[config.mk]
export PLATFORM = sky130hd
export DESIGN_NAME = mpu_dac_device_flat
export DESIGN_NICKNAME = d
export VERILOG_FILES = /design/src/mpu_pkg.sv /design/src/mpu_link_if.sv /design/src/mpu_pixel_format.sv /design/src/mpu_dac_device.sv /design/src/flat_wrapper.sv
export SDC_FILE = /design/constraint.sdc
export NUM_CORES = 1
export LEC_CHECK = 0
export BUFFER_PORTS_ARGS = -buffer_cell sky130_fd_sc_hd__buf_2
export CAP_MARGIN = 20
export CORE_ASPECT_RATIO = 0.6
export CORE_MARGIN = 10
export CORE_UTILIZATION = 35
export CTS_BUF_LIST = sky130_fd_sc_hd__clkbuf_16
export CTS_CLUSTER_SIZE = 8
export DETAILED_ROUTE_END_ITERATION = 10
export GPL_ROUTABILITY_DRIVEN = 0
export PLACE_DENSITY_LB_ADDON = 0.12
export SYNTH_ARGS = -nofsm -noshare
export SYNTH_HDL_FRONTEND = slang
export SYNTH_HIERARCHICAL = 1
export SYNTH_SLANG_ARGS = --single-unit
[constraint.sdc]
create_clock -name sys_clk_in -period 4 [get_ports sys_clk_in]
set_clock_uncertainty 0.2 [all_clocks]
set_input_delay 0.2 -clock sys_clk_in [delete_from_list [all_inputs] [get_ports sys_clk_in]]
set_output_delay 0.2 -clock sys_clk_in [all_outputs]
set_load 0.02 [all_outputs]
[src/mpu_pkg.sv]
package mpu_pkg;

    // ------------------------------------------------------------
    // Link widths and I/O map
    // ------------------------------------------------------------
    localparam int IO_ADDR_W = 16;
    localparam logic [15:0] PIXEL_MASK_PORT = 16'h03C6;
    localparam logic [7:0] MODE_RESET = 8'h00;
    localparam logic [7:0] MASK_RESET = 8'hFF;
    localparam logic [2:0] SEQ_READS = 3'h4;

    // ------------------------------------------------------------
    // Mode register fields
    // ------------------------------------------------------------
    localparam int MODE_CLK_BIT = 5;
    localparam int MODE_MIX_BIT = 4;
    localparam int MIX_SEL_BIT = 15;
    localparam logic [1:0] EXT_PREFIX = 2'h3;
    localparam logic [4:0] CODE_555 = 5'h00;
    localparam logic [4:0] CODE_MIX = 5'h10;
    localparam logic [4:0] CODE_565 = 5'h01;
    localparam logic [4:0] CODE_888 = 5'h05;
    localparam logic [4:0] CODE_POWER = 5'h06;
    localparam logic [4:0] CODE_POWER_ALT = 5'h07;
    localparam logic [4:0] CODE_GRAY = 5'h08;
    localparam logic [4:0] CODE_332 = 5'h09;

    // ------------------------------------------------------------
    // Host command registers
    // ------------------------------------------------------------
    localparam int CMD_ADDR_W = 4;
    localparam logic [3:0] HOST_MODE_REQ = 4'h0;
    localparam logic [3:0] HOST_MASK = 4'h1;
    localparam logic [3:0] HOST_STATUS = 4'h2;
    localparam logic [3:0] HOST_LAST_READ = 4'h3;
    localparam int STATUS_BUSY_BIT = 0;
    localparam int STATUS_CLK2_BIT = 1;

    typedef enum logic [2:0] {
        MPU_PALETTE,
        MPU_555,
        MPU_MIX,
        MPU_565,
        MPU_888,
        MPU_332,
        MPU_GRAY,
        MPU_POWER_DOWN
    } mpu_mode_type;

    function automatic mpu_mode_type mpu_decode(input logic [7:0] code);
        mpu_mode_type m;
        m = MPU_PALETTE;
        if (code[7:6] == EXT_PREFIX)
        begin
            case (code[4:0])
                CODE_555: m = MPU_555;
                CODE_MIX: m = MPU_MIX;
                CODE_565: m = MPU_565;
                CODE_888: m = MPU_888;
                CODE_POWER: m = MPU_POWER_DOWN;
                CODE_POWER_ALT: m = MPU_POWER_DOWN;
                CODE_GRAY: m = MPU_GRAY;
                CODE_332: m = MPU_332;
                default: m = MPU_PALETTE;
            endcase
        end
        return m;
    endfunction

endpackage

[src/mpu_link_if.sv]
`timescale 1ns/1ps
`default_nettype none
interface mpu_link_if;
    import mpu_pkg::*;
    logic [IO_ADDR_W-1:0] io_addr;
    logic [7:0] io_wdata;
    logic io_wr;
    logic io_rd;
    logic [7:0] io_rdata;
    logic [7:0] pix_data;
    logic pix_blank_n;

    modport device (
        input io_addr, io_wdata, io_wr, io_rd, pix_data, pix_blank_n,
        output io_rdata
    );
    modport host (
        output io_addr, io_wdata, io_wr, io_rd, pix_data, pix_blank_n,
        input io_rdata
    );
endinterface
`default_nettype wire

[src/mpu_pixel_format.sv]
`timescale 1ns/1ps
`default_nettype none
module mpu_pixel_format
    import mpu_pkg::*;
(
    input wire mpu_pkg::mpu_mode_type mode_in,
    input wire logic [23:0] word_in,
    input wire logic [7:0] mask_in,
    output logic [7:0] red_out,
    output logic [7:0] green_out,
    output logic [7:0] blue_out,
    output logic [7:0] lut_index_out,
    output logic lut_bypass_out
);
    // Narrow channels are left-justified so full scale stays near full
    always_comb
    begin
        red_out = 8'h00;
        green_out = 8'h00;
        blue_out = 8'h00;
        lut_index_out = 8'h00;
        lut_bypass_out = 1'b1;
        case (mode_in)
            MPU_555:
            begin
                red_out = {word_in[14:10], 3'h0};
                green_out = {word_in[9:5], 3'h0};
                blue_out = {word_in[4:0], 3'h0};
            end
            MPU_MIX:
            begin
                if (word_in[MIX_SEL_BIT])
                begin
                    lut_bypass_out = 1'b0;
                    lut_index_out = word_in[7:0] & mask_in;
                end
                else
                begin
                    red_out = {word_in[14:10], 3'h0};
                    green_out = {word_in[9:5], 3'h0};
                    blue_out = {word_in[4:0], 3'h0};
                end
            end
            MPU_565:
            begin
                red_out = {word_in[15:11], 3'h0};
                green_out = {word_in[10:5], 2'h0};
                blue_out = {word_in[4:0], 3'h0};
            end
            MPU_888:
            begin
                red_out = word_in[23:16];
                green_out = word_in[15:8];
                blue_out = word_in[7:0];
            end
            MPU_332:
            begin
                red_out = {word_in[7:5], 5'h00};
                green_out = {word_in[4:2], 5'h00};
                blue_out = {word_in[1:0], 6'h00};
            end
            MPU_GRAY:
            begin
                red_out = word_in[7:0];
                green_out = word_in[7:0];
                blue_out = word_in[7:0];
            end
            MPU_PALETTE:
            begin
                lut_bypass_out = 1'b0;
                lut_index_out = word_in[7:0] & mask_in;
            end
            default:
            begin
                lut_bypass_out = 1'b1;
            end
        endcase
    end
endmodule
`default_nettype wire

[src/mpu_dac_device.sv]
//Contract
// - Reset clears mode register; palette mode.
// - Host reads mask port four times consecutively.
// - After fourth read, next access hits mode.
// - Other-address access zeroes read counter.
// - E0/C0 selects 5-5-5; F0/D0 mixed.
// - E1 selects 5-6-5 direct color.
// - E5 selects 8-8-8 direct color.
// - C6 power-down, C8 gray, C9 3-3-2.
// - Mode bit 5 picks clocking mode.
// - Bit 4 enables per-pixel bit-15 select.
// - Mixed: bit15 zero direct, one palette.
// - 5-5-5 uses bits 14:0, ignores 15.
// - Low byte first, captured from unblanked edge.
// - 5-5-5 and 5-6-5 modes bypass lookup table.
// - 5-6-5 red 15:11, green 10:5, blue 4:0.
// - 8-8-8 bytes arrive blue, green, red.
// - 3-3-2 red 7:5, green 4:2, blue 1:0.
// - Grayscale uses byte as gray level.
//
// The strobed register port was decided locally.
`timescale 1ns/1ps
`default_nettype none
module mpu_dac_device
    import mpu_pkg::*;
(
    input wire logic sys_clk_in,
    input wire logic reset_n_in,
    mpu_link_if.device link,
    output logic [7:0] red_out,
    output logic [7:0] green_out,
    output logic [7:0] blue_out,
    output logic [7:0] lut_index_out,
    output logic lut_bypass_out,
    output logic pixel_valid_out,
    output logic power_down_out,
    output logic clock_mode2_out,
    output logic [7:0] mode_out
);
    import mpu_pkg::*;

    // ------------------------------------------------------------
    // Port access state
    // ------------------------------------------------------------
    logic [7:0] mode_reg;
    logic [7:0] next_mode_reg;
    logic [7:0] mask_reg;
    logic [7:0] next_mask_reg;
    logic [2:0] read_count;
    logic [2:0] next_read_count;
    logic [7:0] rdata;
    logic [7:0] next_rdata;
    logic at_port;
    logic redirect;

    assign at_port = (link.io_addr == PIXEL_MASK_PORT);
    assign redirect = (read_count == SEQ_READS);

    always_comb
    begin
        next_mode_reg = mode_reg;
        next_mask_reg = mask_reg;
        next_read_count = read_count;
        next_rdata = 8'h00;
        if (link.io_wr || link.io_rd)
        begin
            if (!at_port)
            begin
                next_read_count = 3'h0;
            end
            else if (redirect)
            begin
                // One access only is redirected, then counting restarts
                next_read_count = 3'h0;
                if (link.io_wr)
                begin
                    next_mode_reg = link.io_wdata;
                end
                else
                begin
                    next_rdata = mode_reg;
                end
            end
            else if (link.io_rd)
            begin
                next_rdata = mask_reg;
                next_read_count = read_count + 3'h1;
            end
            else
            begin
                // A write breaks the run of reads
                next_mask_reg = link.io_wdata;
                next_read_count = 3'h0;
            end
        end
    end

    always_ff @(posedge sys_clk_in)
    begin
        if (!reset_n_in)
        begin
            mode_reg <= MODE_RESET;
            mask_reg <= MASK_RESET;
            read_count <= 3'h0;
            rdata <= 8'h00;
        end
        else
        begin
            mode_reg <= next_mode_reg;
            mask_reg <= next_mask_reg;
            read_count <= next_read_count;
            rdata <= next_rdata;
        end
    end

    assign link.io_rdata = rdata;

    // ------------------------------------------------------------
    // Mode decode
    // ------------------------------------------------------------
    mpu_mode_type mode;
    logic [1:0] last_idx;

    assign mode = mpu_decode(mode_reg);

    always_comb
    begin
        case (mode)
            MPU_555: last_idx = 2'h1;
            MPU_MIX: last_idx = 2'h1;
            MPU_565: last_idx = 2'h1;
            MPU_888: last_idx = 2'h2;
            default: last_idx = 2'h0;
        endcase
    end

    // ------------------------------------------------------------
    // Byte assembly
    // ------------------------------------------------------------
    logic [1:0] byte_idx;
    logic [1:0] next_byte_idx;
    logic [15:0] held;
    logic [15:0] next_held;
    logic [23:0] word;
    logic done;

    // Final byte joins the held lower bytes without an extra cycle
    always_comb
    begin
        case (byte_idx)
            2'h0: word = {16'h0000, link.pix_data};
            2'h1: word = {8'h00, link.pix_data, held[7:0]};
            default: word = {link.pix_data, held};
        endcase
    end

    assign done = link.pix_blank_n && (byte_idx == last_idx);

    always_comb
    begin
        next_byte_idx = byte_idx;
        next_held = held;
        if (!link.pix_blank_n)
        begin
            next_byte_idx = 2'h0;
        end
        else if (done)
        begin
            next_byte_idx = 2'h0;
        end
        else
        begin
            next_byte_idx = byte_idx + 2'h1;
            if (byte_idx == 2'h0)
            begin
                next_held[7:0] = link.pix_data;
            end
            else
            begin
                next_held[15:8] = link.pix_data;
            end
        end
    end

    always_ff @(posedge sys_clk_in)
    begin
        if (!reset_n_in)
        begin
            byte_idx <= 2'h0;
            held <= 16'h0000;
        end
        else
        begin
            byte_idx <= next_byte_idx;
            held <= next_held;
        end
    end

    // ------------------------------------------------------------
    // Color output
    // ------------------------------------------------------------
    logic [7:0] fmt_red;
    logic [7:0] fmt_green;
    logic [7:0] fmt_blue;
    logic [7:0] fmt_index;
    logic fmt_bypass;

    mpu_pixel_format u_format (
        .mode_in(mode),
        .word_in(word),
        .mask_in(mask_reg),
        .red_out(fmt_red),
        .green_out(fmt_green),
        .blue_out(fmt_blue),
        .lut_index_out(fmt_index),
        .lut_bypass_out(fmt_bypass)
    );

    logic [7:0] next_red;
    logic [7:0] next_green;
    logic [7:0] next_blue;
    logic [7:0] next_index;
    logic next_bypass;
    logic next_valid;
    logic powered_down;

    assign powered_down = (mode == MPU_POWER_DOWN);

    // Outside power-down, outputs hold the last pixel between completions
    always_comb
    begin
        next_red = red_out;
        next_green = green_out;
        next_blue = blue_out;
        next_index = lut_index_out;
        next_bypass = lut_bypass_out;
        next_valid = 1'b0;
        if (powered_down)
        begin
            next_red = 8'h00;
            next_green = 8'h00;
            next_blue = 8'h00;
            next_index = 8'h00;
            next_bypass = 1'b1;
        end
        else if (done)
        begin
            next_red = fmt_red;
            next_green = fmt_green;
            next_blue = fmt_blue;
            next_index = fmt_index;
            next_bypass = fmt_bypass;
            next_valid = 1'b1;
        end
    end

    always_ff @(posedge sys_clk_in)
    begin
        if (!reset_n_in)
        begin
            red_out <= 8'h00;
            green_out <= 8'h00;
            blue_out <= 8'h00;
            lut_index_out <= 8'h00;
            lut_bypass_out <= 1'b0;
            pixel_valid_out <= 1'b0;
            power_down_out <= 1'b0;
            clock_mode2_out <= 1'b0;
            mode_out <= MODE_RESET;
        end
        else
        begin
            red_out <= next_red;
            green_out <= next_green;
            blue_out <= next_blue;
            lut_index_out <= next_index;
            lut_bypass_out <= next_bypass;
            pixel_valid_out <= next_valid;
            power_down_out <= powered_down;
            clock_mode2_out <= next_mode_reg[MODE_CLK_BIT];
            mode_out <= next_mode_reg;
        end
    end
endmodule
`default_nettype wire

[src/flat_wrapper.sv]
// flat-port wrapper written by rule: the top's interface ports become plain ports
module mpu_dac_device_flat import mpu_pkg::*;
  (sys_clk_in, reset_n_in, red_out, green_out, blue_out, lut_index_out, lut_bypass_out, pixel_valid_out, power_down_out, clock_mode2_out, mode_out, link_io_addr, link_io_wdata, link_io_wr, link_io_rd, link_pix_data, link_pix_blank_n, link_io_rdata);
  mpu_link_if link_i ();
  input wire logic sys_clk_in;
  input wire logic reset_n_in;
  output logic [7:0] red_out;
  output logic [7:0] green_out;
  output logic [7:0] blue_out;
  output logic [7:0] lut_index_out;
  output logic lut_bypass_out;
  output logic pixel_valid_out;
  output logic power_down_out;
  output logic clock_mode2_out;
  output logic [7:0] mode_out;
  input wire logic [$bits(link_i.io_addr)-1:0] link_io_addr;
  input wire logic [$bits(link_i.io_wdata)-1:0] link_io_wdata;
  input wire logic [$bits(link_i.io_wr)-1:0] link_io_wr;
  input wire logic [$bits(link_i.io_rd)-1:0] link_io_rd;
  input wire logic [$bits(link_i.pix_data)-1:0] link_pix_data;
  input wire logic [$bits(link_i.pix_blank_n)-1:0] link_pix_blank_n;
  output wire logic [$bits(link_i.io_rdata)-1:0] link_io_rdata;
  assign link_i.io_addr = link_io_addr;
  assign link_i.io_wdata = link_io_wdata;
  assign link_i.io_wr = link_io_wr;
  assign link_i.io_rd = link_io_rd;
  assign link_i.pix_data = link_pix_data;
  assign link_i.pix_blank_n = link_pix_blank_n;
  assign link_io_rdata = link_i.io_rdata;
  mpu_dac_device u_core (.sys_clk_in(sys_clk_in), .reset_n_in(reset_n_in), .link(link_i), .red_out(red_out), .green_out(green_out), .blue_out(blue_out), .lut_index_out(lut_index_out), .lut_bypass_out(lut_bypass_out), .pixel_valid_out(pixel_valid_out), .power_down_out(power_down_out), .clock_mode2_out(clock_mode2_out), .mode_out(mode_out));
endmodule
After elaboration in Yosys (flattened, before gate mapping)
Memory sizes are Yosys's and may differ from the RTL's. A register that Yosys moved wholly into a read port is not among the register bits.
Index checks and enable logic that the tools add are counted.

word-level totals
  RAM bits = 0
  ROM bits = 96
  register bits = 80
  output and inout bits = 52
  logic and storage cells = 80
  memories = 1
  latch bits = 0
  input bits = 37

operators by class
  $add $sub $neg = 2
  reduce and logical (&&, ||, !) cells = 15
  bitwise logic cells = 7
  order comparisons = 0
  shifts and indexed selects = 0
  equal/unequal tests = 12
  div/mod/pow operators = 0
  multipliers = 0
  muxes and demuxes = 28

memories
  name             depth  bits a word  rd ports  clocked after memory_dff  write ports  RTL line       text
  (no name shown)  32     3            1         1                         0            mpu_pkg.sv:55  case (code[4:0])

operator list
  cell                                                   number
  one-hot mux 8 bit (6 select lines)                     2
  2-to-1 mux 8 bit                                       7
  one-hot mux 24 bit (2 select lines)                    1
  one-hot mux 8 bit (4 select lines)                     1
  2-to-1 mux 6 bit                                       4
  equality test 16 x 10 -> 1 bit, second input constant  1
  one-hot mux 8 bit (2 select lines)                     1
  equality test 3 bit, second input constant             5
  2-to-1 mux 3 bit                                       4
  2-to-1 mux 5 bit                                       2
  AND reduction 3 bit                                    3
  AND 8 bit                                              1
  AND reduction 4 bit                                    2
  equality test 3 x 2 -> 1 bit, second input constant    2
  inverter 1 bit                                         6
  OR reduction 2 bit                                     3
  OR reduction 3 bit                                     2
  2-to-1 mux 1 bit                                       4
  one-hot mux 2 bit (2 select lines)                     1
  adder 3 x 1 -> 3 bit, second input constant            1
  equality test 3 x 1 -> 1 bit, second input constant    1
  logical NOT 3 bit                                      1
  adder 2 x 1 -> 2 bit, second input constant            1
  equality test 2 x 1 -> 1 bit, second input constant    1
  other kinds (7)                                        7

Logic depth before layout (Yosys ltp)
Gate-level depths: netlist of run 1.

  depth in word-level cells = 9
  mapped depth = 11
  gate-level depth less buffers = 10

Cells and area by module
Netlist of run 1, hierarchy kept.

modules (own cells, without submodules)
  module            cells an instance  instances  seq. area each (sq um)  area an instance (sq um)
  mpu_dac_device    406                1          1661.6                  3851.2
  mpu_pixel_format  103                1          0.0                     770.7

Least setup slack after synthesis of run 1
No wires, ideal clock.

  kind = register to register
  start point = reg u_core.byte_idx[0]
  end point = reg u_core.blue_out[5]
  cell stages (with the launch flop) = 11
  period minus slack after synthesis = 2.502 ns
  data arrival time = 2.174 ns
  data required time = 3.672 ns
  setup time = 0.128 ns
  setup slack = 1.498 ns
  path through = dfxtp_1 inv_1 ha_1 clkbuf_8 nand2b_1 o21ai_0 and2b_2 o21ba_2 a22o_1 mux2i_1 nor2_1

between the ends
  longest elaborated chain between the ends = 4
  elaborated cells between the ends (all ways) = 7

RTL lines
  item                                                                      RTL line                text
  start, declared                                                           mpu_dac_device.sv:140   logic [1:0] byte_idx;
  start signal, assigned                                                    mpu_dac_device.sv:194   byte_idx <= next_byte_idx;
  equality test 2 x 1 -> 1 bit / logical NOT 2 bit (equally long branches)  mpu_dac_device.sv:150   case (byte_idx)
  one-hot mux 24 bit (2 select lines) (*)                                   mpu_dac_device.sv:150
  net u_core.word[15]                                                       mpu_dac_device.sv:144   logic [23:0] word;
  2-to-1 mux 8 bit (*)                                                      mpu_pixel_format.sv:32  if (word_in[MIX_SEL_BIT])
  one-hot mux 8 bit (4 select lines) (*)                                    mpu_pixel_format.sv:23  case (mode_in)
  net u_core.fmt_blue[5]                                                    mpu_dac_device.sv:204   logic [7:0] fmt_blue;
  end signal, assigned                                                      mpu_dac_device.sv:275   blue_out <= next_blue;
  end, declared                                                             mpu_dac_device.sv:32    output logic [7:0] blue_out,

Mark *: on every way through the listed nets, which the timed path passes. The rest lies on a longest branch.
A chain may end at the register's enable or synchronous reset.

Worst setup path after layout of run 1
  start point = reg u_core.byte_idx[0]
  end point = reg u_core.lut_index_out[0]

between the ends
  elaborated cells between the ends (all ways) = 8

RTL lines
  item                                                                      RTL line                text
  equality test 2 x 1 -> 1 bit / logical NOT 2 bit (equally long branches)  mpu_dac_device.sv:150
  one-hot mux 24 bit (2 select lines) (*)                                   mpu_dac_device.sv:150
  net u_core.word[15]                                                       mpu_dac_device.sv:144
  2-to-1 mux 8 bit (*)                                                      mpu_pixel_format.sv:32
  one-hot mux 8 bit (2 select lines) (*)                                    mpu_pixel_format.sv:23
  net u_core.fmt_index[0]                                                   mpu_dac_device.sv:205   logic [7:0] fmt_index;
  end signal, assigned                                                      mpu_dac_device.sv:276   lut_index_out <= next_index;
  end, declared                                                             mpu_dac_device.sv:33    output logic [7:0] lut_index_out,

Marks and branches as above.

==> impl_metrics.env, run 1 <==
export IMPL_min_path_type="in2reg"
export IMPL_clk_pin_slew_ns=0.06
export IMPL_fmax_ghz=0.343
export IMPL_rsz0062_at_grt="false"
export IMPL_regArea_um2=1660
export IMPL_fillers=1317
export IMPL_dpl_hpwl_um=10200
export IMPL_grt_use_total_pct=14.6
export IMPL_antenna_found_initial=0
export IMPL_r2r_slack_ns=1.08
export IMPL_clkPwrFrac_pct=44.7
export IMPL_die_h_um=109
export IMPL_finalSetupViolations=0
export IMPL_yosys_top_cells_area="dfxtp_1 (36%), mux2i_1 (15%), nand2_1 (5.0%), nor2_1 (5.0%), nand2b_1 (2.7%)"
export IMPL_synth_top_cell_by_area="dfxtp_1"
export IMPL_maxCapViolations=0
export IMPL_wl_per_cell_um=17.5
export IMPL_cp_end_kind="flip-flop"
export IMPL_gr_total_overflow=0
export IMPL_dr_pass1_iters=5
export IMPL_seq_area_frac_synth_pct=36.0
export IMPL_synth_seq_cells=83
export IMPL_worstPathArrival_ns=3.00
export IMPL_dieWidth_um=168
export IMPL_htree_levels=3
export IMPL_initial_core_util_pct=35.9
export IMPL_yosys_warnings=6
export IMPL_syn_nets=551
export IMPL_diodes=0
export IMPL_power_density_nw_per_um2=318
export IMPL_fin_tns_setup_ns=0
export IMPL_synth_cell_types=67
export IMPL_mostFrequentLayoutCells="buf_2 (88), dfxtp_1 (83), mux2i_1 (71)"
export IMPL_ant_nets=0
export IMPL_avgSynthCellArea_um2=9.08
export IMPL_vias_per_cell=5.20
export IMPL_path_max_fanout=20
export IMPL_hold_viol=0
export IMPL_outcome="completed"
export IMPL_reg2reg_depth=9
export IMPL_grt_pass1_wl_um=21400
export IMPL_final_setup_worst_slack_ns=1.08
export IMPL_internal_power_w=0.00131
export IMPL_async_flop_share_pct=0
export IMPL_max_slew_worst_pin_slew_ns=0.988
export IMPL_die_area_um2=18400
export IMPL_cp_cell_sequence="inv_1 > ha_1 > nand2b_1 > o21ai_0 > and2b_2 > nor3_4 > and3_1 > mux2i_1 > nor2_1"
export IMPL_vdd_drop_max_v=0.000175
export IMPL_cp_slowest_cell="o21ai_0"
export IMPL_worstSkewPairLatency_ns=0.34
export IMPL_areaGrowthSynthToFinish_pct=18.9
export IMPL_period_needed_ns=2.92
export IMPL_multiInputGateArea_um2=2630
export IMPL_max_stage_delay_ns=0.49
export IMPL_swShare_pct=25.0
export IMPL_core_area_um2=12900
export IMPL_path_buf_inv=1
export IMPL_largest_reg_flops=16
export IMPL_num_rows=32
export IMPL_crit_cells=9
export IMPL_crit_required_ns=4.08
export IMPL_syn_inst=509
export IMPL_root_buffer="clkbuf_16"
export IMPL_grt_max_degree=43
export IMPL_worstSetupPathType="reg2reg"
export IMPL_fin_util_pct=42.6
export IMPL_nets=639
export IMPL_cts_num_sinks=83
export IMPL_clk_path_buf_depth=2
export IMPL_comb_power_share_pct=7.5
export IMPL_first_global_vias=3755
export IMPL_drive_gt1_share_pct=23.4
export IMPL_netlist_area_um2=4620
export IMPL_path_delay_family="simple AND/OR/NAND/NOR gates"
export IMPL_wl_um=13500
export IMPL_finalCritPeriodShare_pct=73.0
export IMPL_power_leakage_nw=2.33
export IMPL_post_cts_buffers=0
export IMPL_holdPathStages=3
export IMPL_cts_inserted_buffers=9
export IMPL_drt_iter0_markers=362
export IMPL_setup_worst_path_start_class="flip-flop"
export IMPL_synth_flop_cell="dfxtp_1"
export IMPL_final_common_cell="buf_2"
export IMPL_top_register="u_core/held"
export IMPL_slew_headroom_pct=33.8
export IMPL_drc=0
export IMPL_post_place_ws_ns=1.11
export IMPL_yosysTopAreaCellShare_pct=36.0
export IMPL_vias=4018
export IMPL_port_buffers=88
export IMPL_seq_power_share_pct=47.8
export IMPL_p_sw_w=0.000436
export IMPL_ioPinCount=89
export IMPL_synth_edf_count=0
export IMPL_finalMaxSlewViolations=0
export IMPL_tritoncts="yes"
[logic make-up after synthesis]
group                    Yosys count  synth area share, %
XOR/XNOR                           4                0.758
adder cells (fa/ha/maj)            5                 1.35
multiplexers                      78                 17.3
AND/OR/NAND/NOR                  200                 23.1
flip-flops                        83                 36.0
AO/OA/AOI/OAI                     90                 14.2
buffers and inverters             49                 7.34
[final timing paths]
check | start | endpoint
worst min register to register | u_core/held[14]$_SDFFE_PN0P_ | u_core/held[14]$_SDFFE_PN0P_
worst max register to register | u_core/byte_idx[0]$_SDFF_PP0_ | u_core/lut_index_out[0]$_SDFFE_PP0P_
worst min-delay path | link_io_wdata[3] | u_core/mask_reg[3]$_SDFFE_PN1P_
worst max-delay path | u_core/byte_idx[0]$_SDFF_PP0_ | u_core/lut_index_out[0]$_SDFFE_PP0P_
[through the flow]
step | total power [W] | instance area (µm²) | std cells | hold slack (ns)
global placement | 0.000972 | 5060 | 740 | 0.243
finish | 0.00175 | 5490 | 772 | 0.0315
CTS | 0.00178 | 5490 | 772 | 0.0107
floorplan | 0.000931 | 4620 | 509 | 0.128
global route | 0.00182 | 5490 | 772 | 0.0448
detailed placement | 0.000974 | 5060 | 740 | 0.247
[final cells by class]
cell class	instances	share of cell area [%]
clock buffer	9	4.10
clock inverter	7	0.934
inverter	14	0.957
multi-input combinational	377	47.9
sequential	83	30.2
tap	170	3.87
timing repair buffer	112	12.0
[cells in the mapped netlist, drive strengths merged, types with 2 or more instances]
library cell / instances
nor2b: 5
nor3b: 4
o21ai: 18
nor2: 62
a221oi: 4
and2b: 2
a22oi: 14
mux2i: 71
clkbuf: 15
nand2: 61
nand2b: 20
xor2: 3
a31oi: 3
mux2: 7
a221o: 6
o21ba: 3
nand3: 5
and3: 10
a21oi: 20
buf: 20
nor4b: 5
dfxtp: 83
and4bb: 2
nor4: 2
nor3: 3
a22o: 11
nand3b: 2
ha: 5
nand4: 2
and2: 12
inv: 13
[layer usage]
| layer | vias up | share of wire [%] | GRT usage, % |
|---|---|---|---|
| met3 | 14 | 7.7 | 4.53 |
| met4 | 0 | 0.99 | 3.96 |
| met1 | 1905 | 53 | 22.4 |
| met2 | 127 | 38 | 18.5 |
| li1 | 1972 | - | - |
| met5 | - | 0 | 0 |
[repair_timing]
item / CTS / global route
endpoints found under the hold margin: 29 / 0
gates resized for setup: 0 / 0
hold buffers: 16 / 0
[power by group through the flow]
stage | clock (W) | combinational, W | sequential, W
finish | 0.000781 | 0.000132 | 0.000835
global route | 0.000843 | 0.000144 | 0.000835
detailed placement | 0 | 0.000120 | 0.000854
floorplan | 0 | 0.0000712 | 0.000859
CTS | 0.000808 | 0.000132 | 0.000835
global placement | 0 | 0.000118 | 0.000854
[worst min-delay path, stage by stage]
cell and delay, ns:
buf_2 0.19, mux2i_1 0.10, nand2_1 0.06
Note: power is estimated with default switching activity, not from simulation.
==> run 2, diff against run 1 <==
ABC_AREA = 1   (was default)
clock period = 2.41 ns   (was 4 ns; I/O delays follow)
==> run 2 against run 1 <==
Net effect: fmax is 31% higher; utilization increased by 2.9 points; wire length grew 1.7%; critical path depth grew 1; register-to-register slack worse by 0.90 ns; via count is 14% higher; clock-buffer cell count did not move; highest routed layer unchanged.
==> impl_metrics.env, run 2 <==
export IMPL_outcome="completed"
export IMPL_mostFrequentLayoutCells="nand2_1 (200), buf_2 (88), dfxtp_1 (83)"
export IMPL_holdPathStages=3
export IMPL_worstSkewPairLatency_ns=0.33
export IMPL_vias_per_cell=4.89
export IMPL_worstReg2RegEnd="u_core/lut_index_out[2]$_SDFFE_PP0P_"
export IMPL_cp_cell_sequence="inv_1 > ha_1 > clkinv_1 > buf_4 > o22ai_1 > buf_4 > nand2_1 > nor2_1 > nand2_1 > a21oi_1"
export IMPL_syn_inst=650
export IMPL_drive_gt1_share_pct=22.6
export IMPL_syn_nets=692
export IMPL_final_common_cell="nand2_1"
export IMPL_synth_seq_cells=83
export IMPL_placed_cells=902
export IMPL_vdd_drop_max_v=0.000340
export IMPL_grt_max_degree=35
export IMPL_yosys_top_cells_area="dfxtp_1 (37%), nand2_1 (17%), a21oi_1 (6.3%), inv_1 (5.9%), nor2_1 (4.9%)"
export IMPL_min_to="u_core/read_count[0]$_SDFFE_PN0N_"
export IMPL_hold_viol=0
export IMPL_tritoncts="yes"
export IMPL_post_place_ws_ns=0.181
export IMPL_crit_required_ns=2.47
export IMPL_port_buffers=88
export IMPL_max_stage_delay_ns=0.42
export IMPL_cts_inserted_buffers=9
export IMPL_seq_area_frac_synth_pct=37.1
export IMPL_finalInstanceArea_um2=5600
export IMPL_htree_levels=3
export IMPL_synth_common_cells="nand2_1 (200), dfxtp_1 (83), inv_1 (70), nor2_1 (58), a21oi_1 (56)"
export IMPL_async_flop_share_pct=0
export IMPL_reg2reg_depth=10
export IMPL_areaGrowthSynthToFinish_pct=24.8
export IMPL_rsz0062_at_grt="false"
export IMPL_grt_pass1_wl_um=22700
export IMPL_path_max_fanout=17
export IMPL_avgSynthCellArea_um2=6.90
export IMPL_worstPathArrival_ns=2.29
export IMPL_path_delay_family="buffers and inverters"
export IMPL_antenna_found_initial=0
export IMPL_power_leakage_nw=2.69
export IMPL_cp_slowest_cell="o22ai_1"
export IMPL_nets=808
export IMPL_ant_nets=0
export IMPL_period_needed_ns=2.23
export IMPL_min_path_type="in2reg"
export IMPL_drt_iter0_markers=382
export IMPL_clk_pin_slew_ns=0.06
export IMPL_placed_area_um2=5110
export IMPL_clk_path_buf_depth=2
export IMPL_wl_per_cell_um=14.7
export IMPL_synth_most_common_cell="nand2_1"
export IMPL_final_setup_worst_slack_ns=0.185
export IMPL_power_density_nw_per_um2=537
export IMPL_fin_util_pct=45.5
export IMPL_largest_reg_flops=16
export IMPL_root_buffer="clkbuf_16"
export IMPL_fillers=1271
export IMPL_first_global_vias=4411
export IMPL_wl_um=13700
export IMPL_top_register="u_core/held"
export IMPL_initial_core_util_pct=36.5
export IMPL_fmax_ghz=0.449
export IMPL_ioPinCount=89
export IMPL_maxCapViolations=0
export IMPL_fin_tns_setup_ns=0
export IMPL_finalMaxSlewViolations=0
export IMPL_cts_num_sinks=83
export IMPL_yosysTopAreaCellShare_pct=37.1
export IMPL_grt_use_total_pct=15.2
export IMPL_diodes=0
export IMPL_slew_headroom_pct=62.3
export IMPL_post_cts_buffers=0
export IMPL_drc=0
export IMPL_yosys_warnings=6
export IMPL_dieWidth_um=166
export IMPL_path_buf_inv=4
export IMPL_finalSetupViolations=0
export IMPL_synth_edf_count=0
export IMPL_synth_cell_types=35
export IMPL_die_h_um=108
export IMPL_synth_flop_cell="dfxtp_1"
export IMPL_netlist_area_um2=4480
export IMPL_dpl_hpwl_um=10900
export IMPL_num_rows=31
export IMPL_die_area_um2=17900
export IMPL_setup_worst_path_start_class="flip-flop"
export IMPL_r2r_slack_ns=0.18
export IMPL_finalCritPeriodShare_pct=92.3
export IMPL_dr_pass1_iters=5
export IMPL_hp_start="link_io_rd"
export IMPL_worstSetupPathType="reg2reg"
export IMPL_fin_cells=935
export IMPL_gr_total_overflow=0
export IMPL_cp_end_kind="flip-flop"
export IMPL_core_area_um2=12300
export IMPL_synth_top_cell_by_area="dfxtp_1"
export IMPL_vias=4575
export IMPL_rr_startpoint="u_core/byte_idx[1]$_SDFF_PP0_"
export IMPL_max_slew_worst_pin_slew_ns=0.564
## run 2: final cells by class
| cell class | count | area, µm² | share of cell area (%) |
|---|---|---|---|
| multi-input cells | 455 | 2280 | 40.8 |
| flip-flops and latches | 83 | 1660 | 29.7 |
| repair buffers | 134 | 831 | 14.8 |
| inverters | 83 | 315 | 5.63 |
| clock buffers | 9 | 225 | 4.02 |
| well taps | 165 | 206 | 3.69 |
| clock inverters | 6 | 75.1 | 1.34 |
## run 2: power by group
part / switching [W] / internal (W)
logic: 0.000124 / 0.0000824
registers: 0.00000400 / 0.00138
clock network: 0.000526 / 0.000887
## run 2: cell families (layout without fill, tap and decap cells)
group	after synthesis	in the layout	share of synthesized area (%)
and+or+nand+nor	354	354	36.4
buffers and inverters	112	232	12.2
AOI/OAI and AO/OA	96	96	13.0
DFF	83	83	37.1
adders and majority gates	5	5	1.40
## run 2: routing by layer
| layer | track usage, % | wire (µm) | vias up | share of wire, % |
|---|---|---|---|---|
| met1 | 21.7 | 6860 | 2071 | 50 |
| li1 | - | - | 2332 | - |
| met4 | 2.90 | 74 | 0 | 0.54 |
| met2 | 21.8 | 5580 | 163 | 41 |
| met3 | 4.63 | 1190 | 9 | 8.7 |
| met5 | 0 | 0 | - | 0 |
## run 2: worst max path at each step
stage | startpoint | to | cells after the start
CTS | u_core/read_count[0]$_SDFFE_PN0N_ | flip-flop | 11
global route | u_core/byte_idx[1]$_SDFF_PP0_ | u_core/lut_index_out[3]$_SDFFE_PP0P_ | 10
detailed placement | u_core/byte_idx[1]$_SDFF_PP0_ | u_core/green_out[3]$_SDFFE_PP0P_ | 11
global placement | u_core/byte_idx[0]$_SDFF_PP0_ | u_core/red_out[3]$_SDFFE_PP0P_ | 11
finish | u_core/byte_idx[1]$_SDFF_PP0_ | u_core/lut_index_out[2]$_SDFFE_PP0P_ | 10
floorplan | u_core/byte_idx[1]$_SDFF_PP0_ | u_core/red_out[5]$_SDFFE_PP0P_ | 13
## run 2: worst register-to-register path: cells and delay by family, from the launching register on
| kind | cells | cell delay, ns |
|---|---|---|
| adders and majority gates | 1 | 0.18 |
| DFF | 1 | 0.32 |
| and+or+nand+nor | 3 | 0.24 |
| buffers and inverters | 4 | 0.65 |
| AOI/OAI and AO/OA | 2 | 0.57 |
## run 2: timing repair
action / CTS / global route
endpoints found under the hold margin: 34 / 0
setup endpoints to repair: 0 / 20
resized for setup: 0 / 2
hold buffers: 18 / 0
## run 2: per-stage QoR
stage | power, W | hold WS, ns
after floorplan | 0.00152 | 0.0468
after global placement | 0.00160 | 0.164
after detailed placement | 0.00160 | 0.157
after CTS | 0.00305 | 0.0503
after global routing | 0.00312 | 0.0661
final | 0.00300 | 0.0671
==> run 3, diff against run 2 <==
ABC_AREA = default   (was 1)
HOLD_SLACK_MARGIN = 0.02   (was default)
SLEW_MARGIN = 20   (was default)
==> run 3 against run 2 <==
Net effect: sequential share of layout area shrank 1.1 points; power shrank 3.0%; final cell count shrank 14%; critical path depth shrank 2; clock power shrank 8%; wire length grew 1.4%; clock-buffer cell count is the same; global-route usage shrank 0.44 points; die area grew 2.6%; critical endpoint is now u_core/mask_reg[6]$_SDFFE_PN1P_; setup slack lost 0.059 ns; sequential cell count is the same; worst hold slack gained 0.0024 ns.
==> impl_metrics.env, run 3 (same netlist as run 1, synthesis figures left out) <==
export IMPL_outcome="completed"
export IMPL_largest_reg_flops=16
export IMPL_vias_per_cell=5.03
export IMPL_seq_power_share_pct=47.6
export IMPL_top_register="u_core/held"
export IMPL_port_buffers=88
export IMPL_first_global_vias=3765
export IMPL_path_max_fanout=6
export IMPL_vias=4049
export IMPL_root_buffer="clkbuf_16"
export IMPL_min_path_type="in2reg"
export IMPL_die_h_um=109
export IMPL_areaGrowthSynthToFinish_pct=26.0
export IMPL_ioPinCount=89
export IMPL_htree_levels=3
export IMPL_drt_iter0_markers=326
export IMPL_slew_headroom_pct=57.3
export IMPL_fmax_ghz=0.438
export IMPL_clk_path_buf_depth=2
export IMPL_reg2reg_depth=8
export IMPL_mostFrequentLayoutCells="buf_2 (88), dfxtp_1 (81), mux2i_1 (71)"
export IMPL_placed_area_um2=5240
export IMPL_hold_viol=0
export IMPL_dpl_hpwl_um=10600
export IMPL_wl_per_cell_um=17.3
export IMPL_final_common_cell="buf_2"
export IMPL_drive_gt1_share_pct=27.4
export IMPL_power_density_nw_per_um2=500
export IMPL_fillers=1311
export IMPL_nets=672
export IMPL_drc=0
export IMPL_finalMaxSlewViolations=0
export IMPL_diodes=0
export IMPL_crit_required_ns=2.43
export IMPL_clkPwrFrac_pct=44.5
export IMPL_cp_end_kind="flip-flop"
export IMPL_max_slew_worst_pin_slew_ns=0.639
export IMPL_die_area_um2=18400
export IMPL_setup_worst_path_start_class="flip-flop"
export IMPL_core_area_um2=12900
export IMPL_p_sw_w=0.000728
export IMPL_initial_core_util_pct=35.9
export IMPL_worstSkewPairLatency_ns=0.34
export IMPL_cts_inserted_buffers=9
export IMPL_grt_use_total_pct=14.7
export IMPL_clk_pin_slew_ns=0.07
export IMPL_post_place_ws_ns=0.00586
export IMPL_num_rows=32
export IMPL_swShare_pct=25.0
export IMPL_fin_cells=805
export IMPL_grt_max_degree=35
export IMPL_multiInputGateArea_um2=2660
export IMPL_period_needed_ns=2.28
export IMPL_vdd_drop_max_v=0.000321
export IMPL_cts_num_sinks=83
export IMPL_antenna_found_initial=0
export IMPL_worstPathArrival_ns=2.31
export IMPL_finalInstanceArea_um2=5830
export IMPL_finalCritPeriodShare_pct=94.8
export IMPL_placed_cells=761
export IMPL_tritoncts="yes"
export IMPL_power_leakage_nw=2.49
export IMPL_internal_power_w=0.00218
export IMPL_dieWidth_um=168
export IMPL_final_setup_worst_slack_ns=0.125
export IMPL_worstSetupPathType="reg2reg"
export IMPL_maxCapViolations=0
export IMPL_finalSetupViolations=0
export IMPL_gr_total_overflow=0
export IMPL_dr_pass1_iters=5
export IMPL_regArea_um2=1660
export IMPL_ant_nets=0
export IMPL_grt_pass1_wl_um=21600
export IMPL_wl_um=13900
export IMPL_holdPathStages=4
export IMPL_comb_power_share_pct=7.9
-- run 3: power by group through the flow --
stage          sequential, W  combinational, W  clock [W]
5_1_grt              0.00139          0.000251    0.00139
6_report             0.00139          0.000230    0.00130
2_1_floorplan        0.00143          0.000118          0
3_5_place_dp         0.00142          0.000205          0
3_3_place_gp         0.00142          0.000202          0
4_1_cts              0.00139          0.000230    0.00134
-- run 3: metal layers --
layer	track usage, %	up-vias	wire length (µm)
li1	-	2028	-
met5	0	-	0
met3	4.92	8	955
met4	2.97	0	92
met2	18.3	114	5290
met1	23.0	1899	7560
-- run 3: cell type report --
cell class,count,area share (%)
clock buffers,9,3.87
clock inverters,7,0.838
inverters,14,0.966
multi-input cells,377,45.7
flip-flops and latches,83,28.6
well taps,170,3.65
repair buffers,145,16.4
-- run 3: final timing paths --
| path | from | end | slack (ns) |
|---|---|---|---|
| max reg2reg | u_core/read_count[0]$_SDFFE_PN0N_ | u_core/mask_reg[6]$_SDFFE_PN1P_ | 0.13 |
| min reg2reg | u_core/held[12]$_SDFFE_PN0P_ | u_core/held[12]$_SDFFE_PN0P_ | 0.27 |
| min | link_io_rd | u_core/read_count[1]$_SDFFE_PN0N_ | 0.07 |
| max | u_core/read_count[0]$_SDFFE_PN0N_ | u_core/mask_reg[6]$_SDFFE_PN1P_ | 0.13 |
-- run 3: worst max-delay path, cell delays in order (launching register included) --
cell           delay (ns)
dfxtp_1              0.34
inv_1                0.07
ha_1                 0.23
nand2_1              0.11
nor4b_2              0.20
buf_4                0.21
mux2i_1              0.20
nand2_1              0.06
dlygate4sd3_1        0.56
-- run 3: per-stage QoR --
| step | hold slack (ns) | utilization, % | TNS (ns) | power, W |
|---|---|---|---|---|
| final | 0.0695 | 45.2 | 0 | 0.00291 |
| after global routing | 0.0894 | 45.2 | -0.0271 | 0.00302 |
| after CTS | 0.0564 | 44.7 | 0 | 0.00295 |
| after detailed placement | 0.168 | 40.6 | 0 | 0.00162 |
| after global placement | 0.163 | 40.6 | 0 | 0.00162 |
| after floorplan | 0.0490 | - | 0 | 0.00154 |
-- run 3: repair_timing --
action	4_1_cts	5_1_grt
buffers inserted	0	4
setup endpoints to repair	1	38
gates resized for setup	1	11
pin swaps	0	1
hold buffers	24	0
endpoints found under the hold margin	37	0
